`src/verilog/ea_gen_defines.vh`:
```
`ifndef EA_GEN_DEFINES_VH
`define EA_GEN_DEFINES_VH

// ----------------------------------------
// Instruction formats
// ----------------------------------------
`define FMT_SHORT 1'b0
`define FMT_LONG 1'b1

// ----------------------------------------
// Address modes (4-bit encoding)
// ----------------------------------------
`define MODE_ABS_OFFSET 4'h0
`define MODE_ABS_DISP 4'h1
`define MODE_REG_IND 4'h2
`define MODE_REG_OFFSET 4'h3
`define MODE_REG_DISP 4'h4
`define MODE_REG_INDEX 4'h5
`define MODE_REG_INDEX_DISP 4'h6
`define MODE_INDEX_DISP 4'h7
`define MODE_IP_DISP 4'h8

// ----------------------------------------
// Access sizes (bytes = 1 << size up to long; triple 12 bytes, quad 16 bytes)
// ----------------------------------------
`define SIZE_BYTE 3'h0
`define SIZE_SHORT 3'h1
`define SIZE_WORD 3'h2
`define SIZE_LONG 3'h3
`define SIZE_TRIPLE 3'h4
`define SIZE_QUAD 3'h5

// ----------------------------------------
// Register operand map (7-bit)
// ----------------------------------------
`define OPND_GLOBAL_BASE 6'h00
`define OPND_LOCAL_BASE 6'h10
`define OPND_SFR_BASE 6'h20
`define OPND_LITERAL_BASE 6'h40
`define REG_PREV_FRAME 5'h10
`define NUM_SFR 3'h5

// ----------------------------------------
// Constants
// ----------------------------------------
`define IP_BIAS 32'h0000_0008
`define SHORT_OFFSET_MAX 32'h0000_0FFF
`define SCALE_MAX 3'h4
`define FRAME_PTR_RESET 32'h0000_0000

`endif

```
`src/verilog/reg_file.v`:
```
`timescale 1ns/1ps
`include "ea_gen_defines.vh"

// Register file: globals 0-15, locals 16-31, two read ports, registered read data
module reg_file #(
  parameter WIDTH = 32,
  parameter DEPTH = 32,
  parameter AW = 5
) (
  // Clock and reset
  input wire clock_i,
  input wire rst_b_i,
  input wire ce_i,
  // Read ports
  input wire [AW-1:0] rd_a_addr_i,
  output reg [WIDTH-1:0] rd_a_data_o,
  input wire [AW-1:0] rd_b_addr_i,
  output reg [WIDTH-1:0] rd_b_data_o,
  // Write port
  input wire wr_en_i,
  input wire [AW-1:0] wr_addr_i,
  input wire [WIDTH-1:0] wr_data_i
);

  reg [WIDTH-1:0] mem [0:DEPTH-1];

  always @(posedge clock_i) begin
    if (ce_i && wr_en_i) begin
      mem[wr_addr_i] <= wr_data_i;
    end
  end

  always @(posedge clock_i or negedge rst_b_i) begin
    if (!rst_b_i) begin
      rd_a_data_o <= {WIDTH{1'b0}};
      rd_b_data_o <= {WIDTH{1'b0}};
    end else if (ce_i) begin
      rd_a_data_o <= mem[rd_a_addr_i];
      rd_b_data_o <= mem[rd_b_addr_i];
    end
  end

endmodule // reg_file

```
`src/verilog/effective_address_generator.v`:
```
`timescale 1ns/1ps
`include "ea_gen_defines.vh"

// How it works
// - Base register value starts address sum
// - Index scaled by 1,2,4,8,16 only
// - Base plus scaled index only long format
// - Base plus constant: short offset or displacement
// - Base plus scaled index plus displacement, long
// - Scaled index plus displacement, no base
// - IP relative adds displacement plus eight
// - IP relative allowed for loads, stores, long
// - Flat 32-bit byte address space
// - Operands: 16 global, 16 local, 5 special, literals
// - Memory reached only via loads and stores
// - Local zero holds previous frame pointer
// - Unsigned byte load zero extends
// - Signed short load sign extends
// - Quad load writes four consecutive registers
// - Short format offsets below 4096
// - Short format one word, long two
module effective_address_generator #(
  parameter AW = 32
) (
  // Clock and reset
  input wire clock_i,
  input wire rst_b_i,
  input wire ce_i,
  // Decode stage request
  input wire req_valid_i,
  input wire req_format_i,
  input wire [3:0] req_mode_i,
  input wire req_store_i,
  input wire req_signed_i,
  input wire [2:0] req_size_i,
  input wire [4:0] req_base_i,
  input wire [4:0] req_index_i,
  input wire [2:0] req_scale_i,
  input wire [11:0] req_offset_i,
  input wire [31:0] req_disp_i,
  input wire [31:0] req_ip_i,
  input wire [4:0] req_dest_i,
  // Register-to-register operand write (non-memory instructions)
  input wire opnd_wr_i,
  input wire [6:0] opnd_sel_i,
  input wire [31:0] opnd_data_i,
  // Memory unit request
  output reg mem_valid_o,
  output reg [AW-1:0] mem_addr_o,
  output reg [2:0] mem_size_o,
  output reg mem_store_o,
  output reg [31:0] mem_store_data_o,
  output reg [3:0] fetch_words_o,
  output reg req_error_o,
  // Memory unit load return
  input wire load_valid_i,
  input wire [31:0] load_data_i,
  // Status
  output reg busy_o,
  output reg [31:0] prev_frame_o
);

  // ----------------------------------------
  // Functions
  // ----------------------------------------
  function [31:0] scale_index;
    input [31:0] value;
    input [2:0] scale;
    begin
      scale_index = value << scale;
    end
  endfunction

  function mode_legal;
    input fmt;
    input [3:0] mode;
    begin
      case (mode)
        `MODE_ABS_OFFSET, `MODE_REG_IND, `MODE_REG_OFFSET: mode_legal = (fmt == `FMT_SHORT);
        `MODE_ABS_DISP, `MODE_REG_DISP, `MODE_REG_INDEX, `MODE_REG_INDEX_DISP, `MODE_INDEX_DISP,
        `MODE_IP_DISP: mode_legal = (fmt == `FMT_LONG);
        default: mode_legal = 1'b0;
      endcase
    end
  endfunction

  function [2:0] size_regs;
    input [2:0] size;
    begin
      case (size)
        `SIZE_LONG: size_regs = 3'd2;
        `SIZE_TRIPLE: size_regs = 3'd3;
        `SIZE_QUAD: size_regs = 3'd4;
        default: size_regs = 3'd1;
      endcase
    end
  endfunction

  // ----------------------------------------
  // States
  // ----------------------------------------
  localparam ST_IDLE = 4'b0001;
  localparam ST_READ = 4'b0010;
  localparam ST_LOAD = 4'b0100;
  localparam ST_ISSUE = 4'b1000;

  reg [3:0] state;
  reg [3:0] next_state;
  reg fmt_q;
  reg [3:0] mode_q;
  reg store_q;
  reg signed_q;
  reg [2:0] size_q;
  reg [2:0] scale_q;
  reg [11:0] offset_q;
  reg [31:0] disp_q;
  reg [31:0] ip_q;
  reg [4:0] dest_q;
  reg [2:0] regs_left;
  reg [2:0] regs_total;

  // ----------------------------------------
  // Register file access
  // ----------------------------------------
  wire [31:0] base_val;
  wire [31:0] index_val;
  wire [31:0] store_val;
  reg [4:0] rd_a_addr;
  reg [4:0] rd_b_addr;
  reg wr_en;
  reg [4:0] wr_addr;
  reg [31:0] wr_data;
  reg [31:0] sfr [0:4];
  reg [31:0] load_ext;
  wire opnd_is_reg;
  wire opnd_is_sfr;

  assign opnd_is_reg = (opnd_sel_i[6:5] == 2'b00);
  assign opnd_is_sfr = (opnd_sel_i[6:5] == 2'b01) && (opnd_sel_i[4:0] < {2'b00, `NUM_SFR});

  reg_file #(
    .WIDTH(32),
    .DEPTH(32),
    .AW(5)
  ) i_reg_file (
    .clock_i(clock_i),
    .rst_b_i(rst_b_i),
    .ce_i(ce_i),
    .rd_a_addr_i(rd_a_addr),
    .rd_a_data_o(base_val),
    .rd_b_addr_i(rd_b_addr),
    .rd_b_data_o(index_val),
    .wr_en_i(wr_en),
    .wr_addr_i(wr_addr),
    .wr_data_i(wr_data)
  );
  assign store_val = index_val;

  // ----------------------------------------
  // Load extension
  // ----------------------------------------
  always @* begin
    case (size_q)
      `SIZE_BYTE: load_ext = signed_q ? {{24{load_data_i[7]}}, load_data_i[7:0]}
                                      : {24'h00_0000, load_data_i[7:0]};
      `SIZE_SHORT: load_ext = signed_q ? {{16{load_data_i[15]}}, load_data_i[15:0]}
                                       : {16'h0000, load_data_i[15:0]};
      default: load_ext = load_data_i;
    endcase
  end

  // ----------------------------------------
  // Effective address sum
  // ----------------------------------------
  reg [31:0] ea;
  reg [31:0] scaled;
  always @* begin
    scaled = scale_index(index_val, scale_q);
    case (mode_q)
      `MODE_ABS_OFFSET: ea = {20'h0_0000, offset_q};
      `MODE_ABS_DISP: ea = disp_q;
      `MODE_REG_IND: ea = base_val;
      `MODE_REG_OFFSET: ea = base_val + {20'h0_0000, offset_q};
      `MODE_REG_DISP: ea = base_val + disp_q;
      `MODE_REG_INDEX: ea = base_val + scaled;
      `MODE_REG_INDEX_DISP: ea = base_val + scaled + disp_q;
      `MODE_INDEX_DISP: ea = scaled + disp_q;
      `MODE_IP_DISP: ea = ip_q + disp_q + `IP_BIAS;
      default: ea = 32'h0000_0000;
    endcase
  end

  // ----------------------------------------
  // Control
  // ----------------------------------------
  wire req_ok;
  assign req_ok = mode_legal(req_format_i, req_mode_i) && (req_scale_i <= `SCALE_MAX)
                  && (req_size_i <= `SIZE_QUAD);

  always @* begin
    next_state = state;
    rd_a_addr = req_base_i;
    rd_b_addr = req_index_i;
    wr_en = 1'b0;
    wr_addr = opnd_sel_i[4:0];
    wr_data = opnd_data_i;
    case (state)
      ST_IDLE: begin
        if (req_valid_i && req_ok) begin
          next_state = ST_READ;
        end else if (opnd_wr_i && opnd_is_reg) begin
          wr_en = 1'b1;
        end
      end
      ST_READ: begin
        rd_a_addr = req_base_i;
        next_state = ST_ISSUE;
      end
      ST_ISSUE: begin
        next_state = store_q ? ST_IDLE : ST_LOAD;
      end
      ST_LOAD: begin
        if (load_valid_i) begin
          wr_en = 1'b1;
          wr_addr = dest_q + {2'b00, regs_total - regs_left};
          wr_data = load_ext;
          if (regs_left == 3'd1) begin
            next_state = ST_IDLE;
          end
        end
      end
      default: next_state = ST_IDLE;
    endcase
  end

  always @(posedge clock_i or negedge rst_b_i) begin
    if (!rst_b_i) begin
      state <= ST_IDLE;
      fmt_q <= `FMT_SHORT;
      mode_q <= `MODE_ABS_OFFSET;
      store_q <= 1'b0;
      signed_q <= 1'b0;
      size_q <= `SIZE_BYTE;
      scale_q <= 3'h0;
      offset_q <= 12'h000;
      disp_q <= 32'h0000_0000;
      ip_q <= 32'h0000_0000;
      dest_q <= 5'h00;
      regs_left <= 3'h0;
      regs_total <= 3'h0;
      mem_valid_o <= 1'b0;
      mem_addr_o <= {AW{1'b0}};
      mem_size_o <= `SIZE_BYTE;
      mem_store_o <= 1'b0;
      mem_store_data_o <= 32'h0000_0000;
      fetch_words_o <= 4'h0;
      req_error_o <= 1'b0;
      busy_o <= 1'b0;
      prev_frame_o <= `FRAME_PTR_RESET;
      sfr[0] <= 32'h0000_0000;
      sfr[1] <= 32'h0000_0000;
      sfr[2] <= 32'h0000_0000;
      sfr[3] <= 32'h0000_0000;
      sfr[4] <= 32'h0000_0000;
    end else if (ce_i) begin
      state <= next_state;
      mem_valid_o <= 1'b0;
      req_error_o <= 1'b0;
      busy_o <= (next_state != ST_IDLE);
      if (state == ST_IDLE && req_valid_i) begin
        req_error_o <= !req_ok;
        if (req_ok) begin
          fmt_q <= req_format_i;
          mode_q <= req_mode_i;
          store_q <= req_store_i;
          signed_q <= req_signed_i;
          size_q <= req_size_i;
          scale_q <= req_scale_i;
          offset_q <= req_offset_i;
          disp_q <= req_disp_i;
          ip_q <= req_ip_i;
          dest_q <= req_dest_i;
          regs_left <= size_regs(req_size_i);
          regs_total <= size_regs(req_size_i);
          fetch_words_o <= (req_format_i == `FMT_LONG) ? 4'h2 : 4'h1;
        end
      end
      if (state == ST_ISSUE) begin
        mem_valid_o <= 1'b1;
        mem_addr_o <= ea[AW-1:0];
        mem_size_o <= size_q;
        mem_store_o <= store_q;
        mem_store_data_o <= store_val;
      end
      if (state == ST_LOAD && load_valid_i) begin
        regs_left <= regs_left - 3'd1;
      end
      if (state == ST_IDLE && !req_valid_i && opnd_wr_i && opnd_is_sfr) begin
        sfr[opnd_sel_i[2:0]] <= opnd_data_i;
      end
      if (wr_en && wr_addr == `REG_PREV_FRAME) begin
        prev_frame_o <= wr_data;
      end
    end
  end

endmodule // effective_address_generator

```
`config.mk`:
```
export PLATFORM = sky130hd
export DESIGN_NAME = effective_address_generator
export DESIGN_NICKNAME = d
export VERILOG_FILES = /design/src/verilog/reg_file.v /design/src/verilog/effective_address_generator.v
export VERILOG_INCLUDE_DIRS = /design/src /design/src/verilog
export SDC_FILE = /design/constraint.sdc
export NUM_CORES = 2
export LEC_CHECK = 0
export ABC_AREA = 1
export BUFFER_PORTS_ARGS = -buffer_cell sky130_fd_sc_hd__buf_2
export CORE_MARGIN = 2
export CORE_UTILIZATION = 42
export DETAILED_ROUTE_END_ITERATION = 7
export PLACE_DENSITY = 0.54
export SYNTH_ARGS = -nofsm -noshare
export SYNTH_HDL_FRONTEND = slang
export SYNTH_HIERARCHICAL = 1
export SYNTH_SLANG_ARGS = --single-unit
export TNS_END_PERCENT = 50
```
`constraint.sdc`:
```
create_clock -name clock_i -period 9.65 [get_ports clock_i]
set_input_delay 1.93 -clock clock_i [delete_from_list [all_inputs] [get_ports clock_i]]
set_output_delay 1.93 -clock clock_i [all_outputs]
set_load 0.05 [all_outputs]
```
==> impl_metrics.toml <==
[cts]
tritoncts = "built"
cts_hold_buffers = 0
cts_post_setup_buffers_inserted = 0
htree_levels = 4
cts_sinks = 1296
numCtsBuffers = 150
cts_repair_resize_count = 0
clk_pin_slew_ns = 0.06
worst_skew_pair.late_latency_ns = 0.81
clk_path_buf_depth = 3
clock-root-buffer = "clkbuf_16"

[timing]
hold_viol_final = 0
timing.final.crit_period_ns = 6.54
slew_violations = 0
period_share_pct = 67.7
worst_slew_margin_rel_pct = 11.2
timing.clock.skew_ns = 0.0294
tns_ns = 0
fmaxAchievable_ghz = 0.153
measured_slew_at_the_worst_slew_check_pin_ns = 1.33
timing.final.setup_violations = 0
unrepaired_setup_endpoints_after_global_routing = "false"

[routing]
remaining_drc_errors = 8
vias_per_cell = 5.85
avgRoutedWirePerCell_um = 27.1
detail_route.iter0.violations = 8415
detailedRoute.firstPassIterationCount = 8
routed_wl_um = 304000
final_antenna_net_count = 0
vias = 65600

[synthesis]
synth-xor-area-share_pct = 0.539
yosys.area.top_type_share_pct = 42.1
synth_compound_gate_area_share_pct = 4.78
synthDistinctLibCells = 62
synth.cell_area_mm2 = 0.0731
synth-adder-area-share_pct = 2.59
largest_family_of_logic_cells_by_synthesized_area = "simple AND/OR/NAND/NOR gates"
post_synth_and_or_nand_nor_area_fraction_pct = 32.5
synth.area.top_cells = "edfxtp_1 42%, nand2_1 18%, nand3_1 13%"
synthCells = 8732
ys_seq_elements = 1296
post_synth.cell_area_avg_um2 = 8.37
netlist.top_cell.by_area = "edfxtp_1"
seq_area_frac_synth_pct = 51.4
yosysWarnings = 6
synth_ff_type = "edfxtp_1"
synth-async-reset-ratio_pct = 21.0
synth.area.mux_share_pct = 1.40
edff_count_synth = 1024

[worst_setup_path]
worstSetupStartpointType = "register"
ff2ff_path_depth = 24
r2r_slack_ns = 3.11
startpoint_of_the_worst_slack_reg_to_reg_timing_path = "mode_q[2]"
worst-path-max-fanout = 22
worst_setup_path_end_kind = "register"
cp_data_required_time_ns = 10.33
worstSetupPathType = "register to register"
worstReg2RegEnd = "mem_addr_o[31]"
cp_data_arrival_time_ns = 7.22
crit_start = "mode_q[2]"

[die]
effective_utilization_at_floorplan_pct = 42.1
pin_count = 288
row_count = 153
design.core.area_mm2 = 0.173
die_y_um = 421
floorplan.die_area_mm2 = 0.177
die-width_um = 421

[placed_design]
dpl-instance-area_mm2 = 0.0757
dp_hpwl_um = 186000
port_buf_inserts = 285
routabilityCongestion = 0.996
placedCellCount = 10900

[pwr]
cell_internal_pwr_uw = 11700
netSwitchingFraction_pct = 40.0
share_clk_of_total_power_pct = 28.6
design_power_total_uw = 19500
worst_supply_voltage_drop_on_vdd_uv = 177
total_leakage_power_uw = 0.0349
power.net_switching_uw = 7800
total_power_per_unit_cell_area_mw_per_mm2 = 242
power.sequential.fraction_pct = 35.0
p_comb_share_pct = 36.4

[run_status]
failing_checks = "design-rule violations"
run_status = "finished, violations left"

[global_route]
grt_antenna_before_repair = 10
grt.overflow.total = 0
wire_length_of_the_first_global_routing_pass_um = 437000
grt_util_all_layers_pct = 33.4
vias_in_the_first_global_route = 62500
grt_start_max_net_pins = 168

[final_layout]
drive_gt1_share_pct = 8.56
nNetsFinal = 9089
area_growth_pct = 9.94
most_frequent_standard_cell_in_the_layout_excluding_fill_and_tap_cells = "nand2_1"
fin_area_mm2 = 0.0804
layoutNonFillerInstCount = 11200
most-common-layout-cells = "3,419 x nand2_1, 1,877 x nand3_1, 1,024 x edfxtp_1, 390 x inv_1, 274 x buf_2"

[min_path]
min_to = "mem_store_data_o[26]"
hp-start = "mem_store_data_o[26]"
worst_hold_path.num_cells = 2
hold_class = "register to register"

[run]
cap_violations = 0
==> layout make-up <==
cell class                 instances  area [um^2]
antenna                            3         7.51
fill                           16900        93100
multi-input combinational       6490        31000
sequential                      1296        37600
inverter                         410         1600
clock buffer                     201         4120
clock inverter                    67          582
tap                             2325         2910
timing repair buffer             412         2580
==> synth_stat cells (106+ instances only) <==
cell,instances
nand2_1,3420
nand3_1,1877
edfxtp_1,1024
inv_1,394
dfrtp_1,271
o21ai_0,206
buf_2,200
nor2_1,199
a21oi_1,181
ha_1,142
buf_6,123
clkbuf_1,106
==> stage by stage <==
step	hold WS, ns	setup slack (ns)	util (%)
after floorplan	0.449	4.83	-
after global placement	0.449	3.11	43.6
after detailed placement	0.455	3.07	43.6
after CTS	0.468	3.43	46.3
after global routing	0.493	2.78	46.3
final	0.460	3.11	46.3
==> cells by family (layout without fill, tap and decap cells) <==
group           Yosys count  count (layout)
other cells               1               5
fa+ha+maj               148             148
simple gates           5614            5614
buf+inv                 947            1090
flops                  1296            1296
compound gates          591             591
xor+xnor                 45              45
mux                      90              90
==> power by group through the flow <==
| stage | registers, uW | clock network [uW] | logic, uW |
|---|---|---|---|
| 3_3_place_gp | 6920 | 0 | 7000 |
| 6_report | 6820 | 5570 | 7080 |
| 3_5_place_dp | 6920 | 0 | 6970 |
| 4_1_cts | 6810 | 5650 | 7010 |
| 2_1_floorplan | 6870 | 0 | 4690 |
| 5_1_grt | 6830 | 5860 | 7840 |
==> registers in the layout, summed over array words and instances (netlist names), 4 cells and up <==
signal                  cells
mem_addr_o                 32
i_reg_file/mem           1024
prev_frame_o               32
mem_store_data_o           32
state                       4
dest_q                      5
ip_q                       32
offset_q                   12
i_reg_file/rd_b_data_o     32
disp_q                     32
mode_q                      4
i_reg_file/rd_a_data_o     32
==> worst max-delay path, stage by stage, from the launching register on <==
cell      delay [ns]
dfrtp_1         0.37
inv_1           0.07
nor2_1          0.09
inv_1           0.09
nor2_2          0.62
inv_1           0.55
nor2_1          0.88
inv_1           0.66
o221ai_1        0.34
inv_1           0.08
ha_1            0.35
inv_1           0.07
o21ai_0         0.19
a21oi_1         0.11
o21ai_0         0.75
nand3_1         0.16
nand3_1         0.23
nand2_1         0.09
o211ai_1        0.21
a21o_1          0.17
nand3_1         0.07
nand3_1         0.09
nand2_1         0.05
nand2_1         0.06
nand2_1         0.06
==> layer usage <==
layer / up-vias / global-route usage [%] / wire length (um)
met5: - / 0 / 25
met4: 4 / 15.0 / 14800
met3: 702 / 5.84 / 27300
met2: 3523 / 53.4 / 140000
met1: 31700 / 44.4 / 123000
li1: 29700 / - / -
==> worst max-delay path by stage <==
stage | to | cells after the start | slack [ns]
after floorplan | i_reg_file/mem[11][0] | 12 | 4.83
after global placement | i_reg_file/mem[20][25] | 11 | 3.11
after detailed placement | i_reg_file/mem[20][24] | 11 | 3.07
after CTS | mem_addr_o[18] | 25 | 3.43
after global routing | mem_addr_o[21] | 27 | 2.78
final | mem_addr_o[31] | 24 | 3.11
No activity file was read; power rests on OpenSTA's default activity.
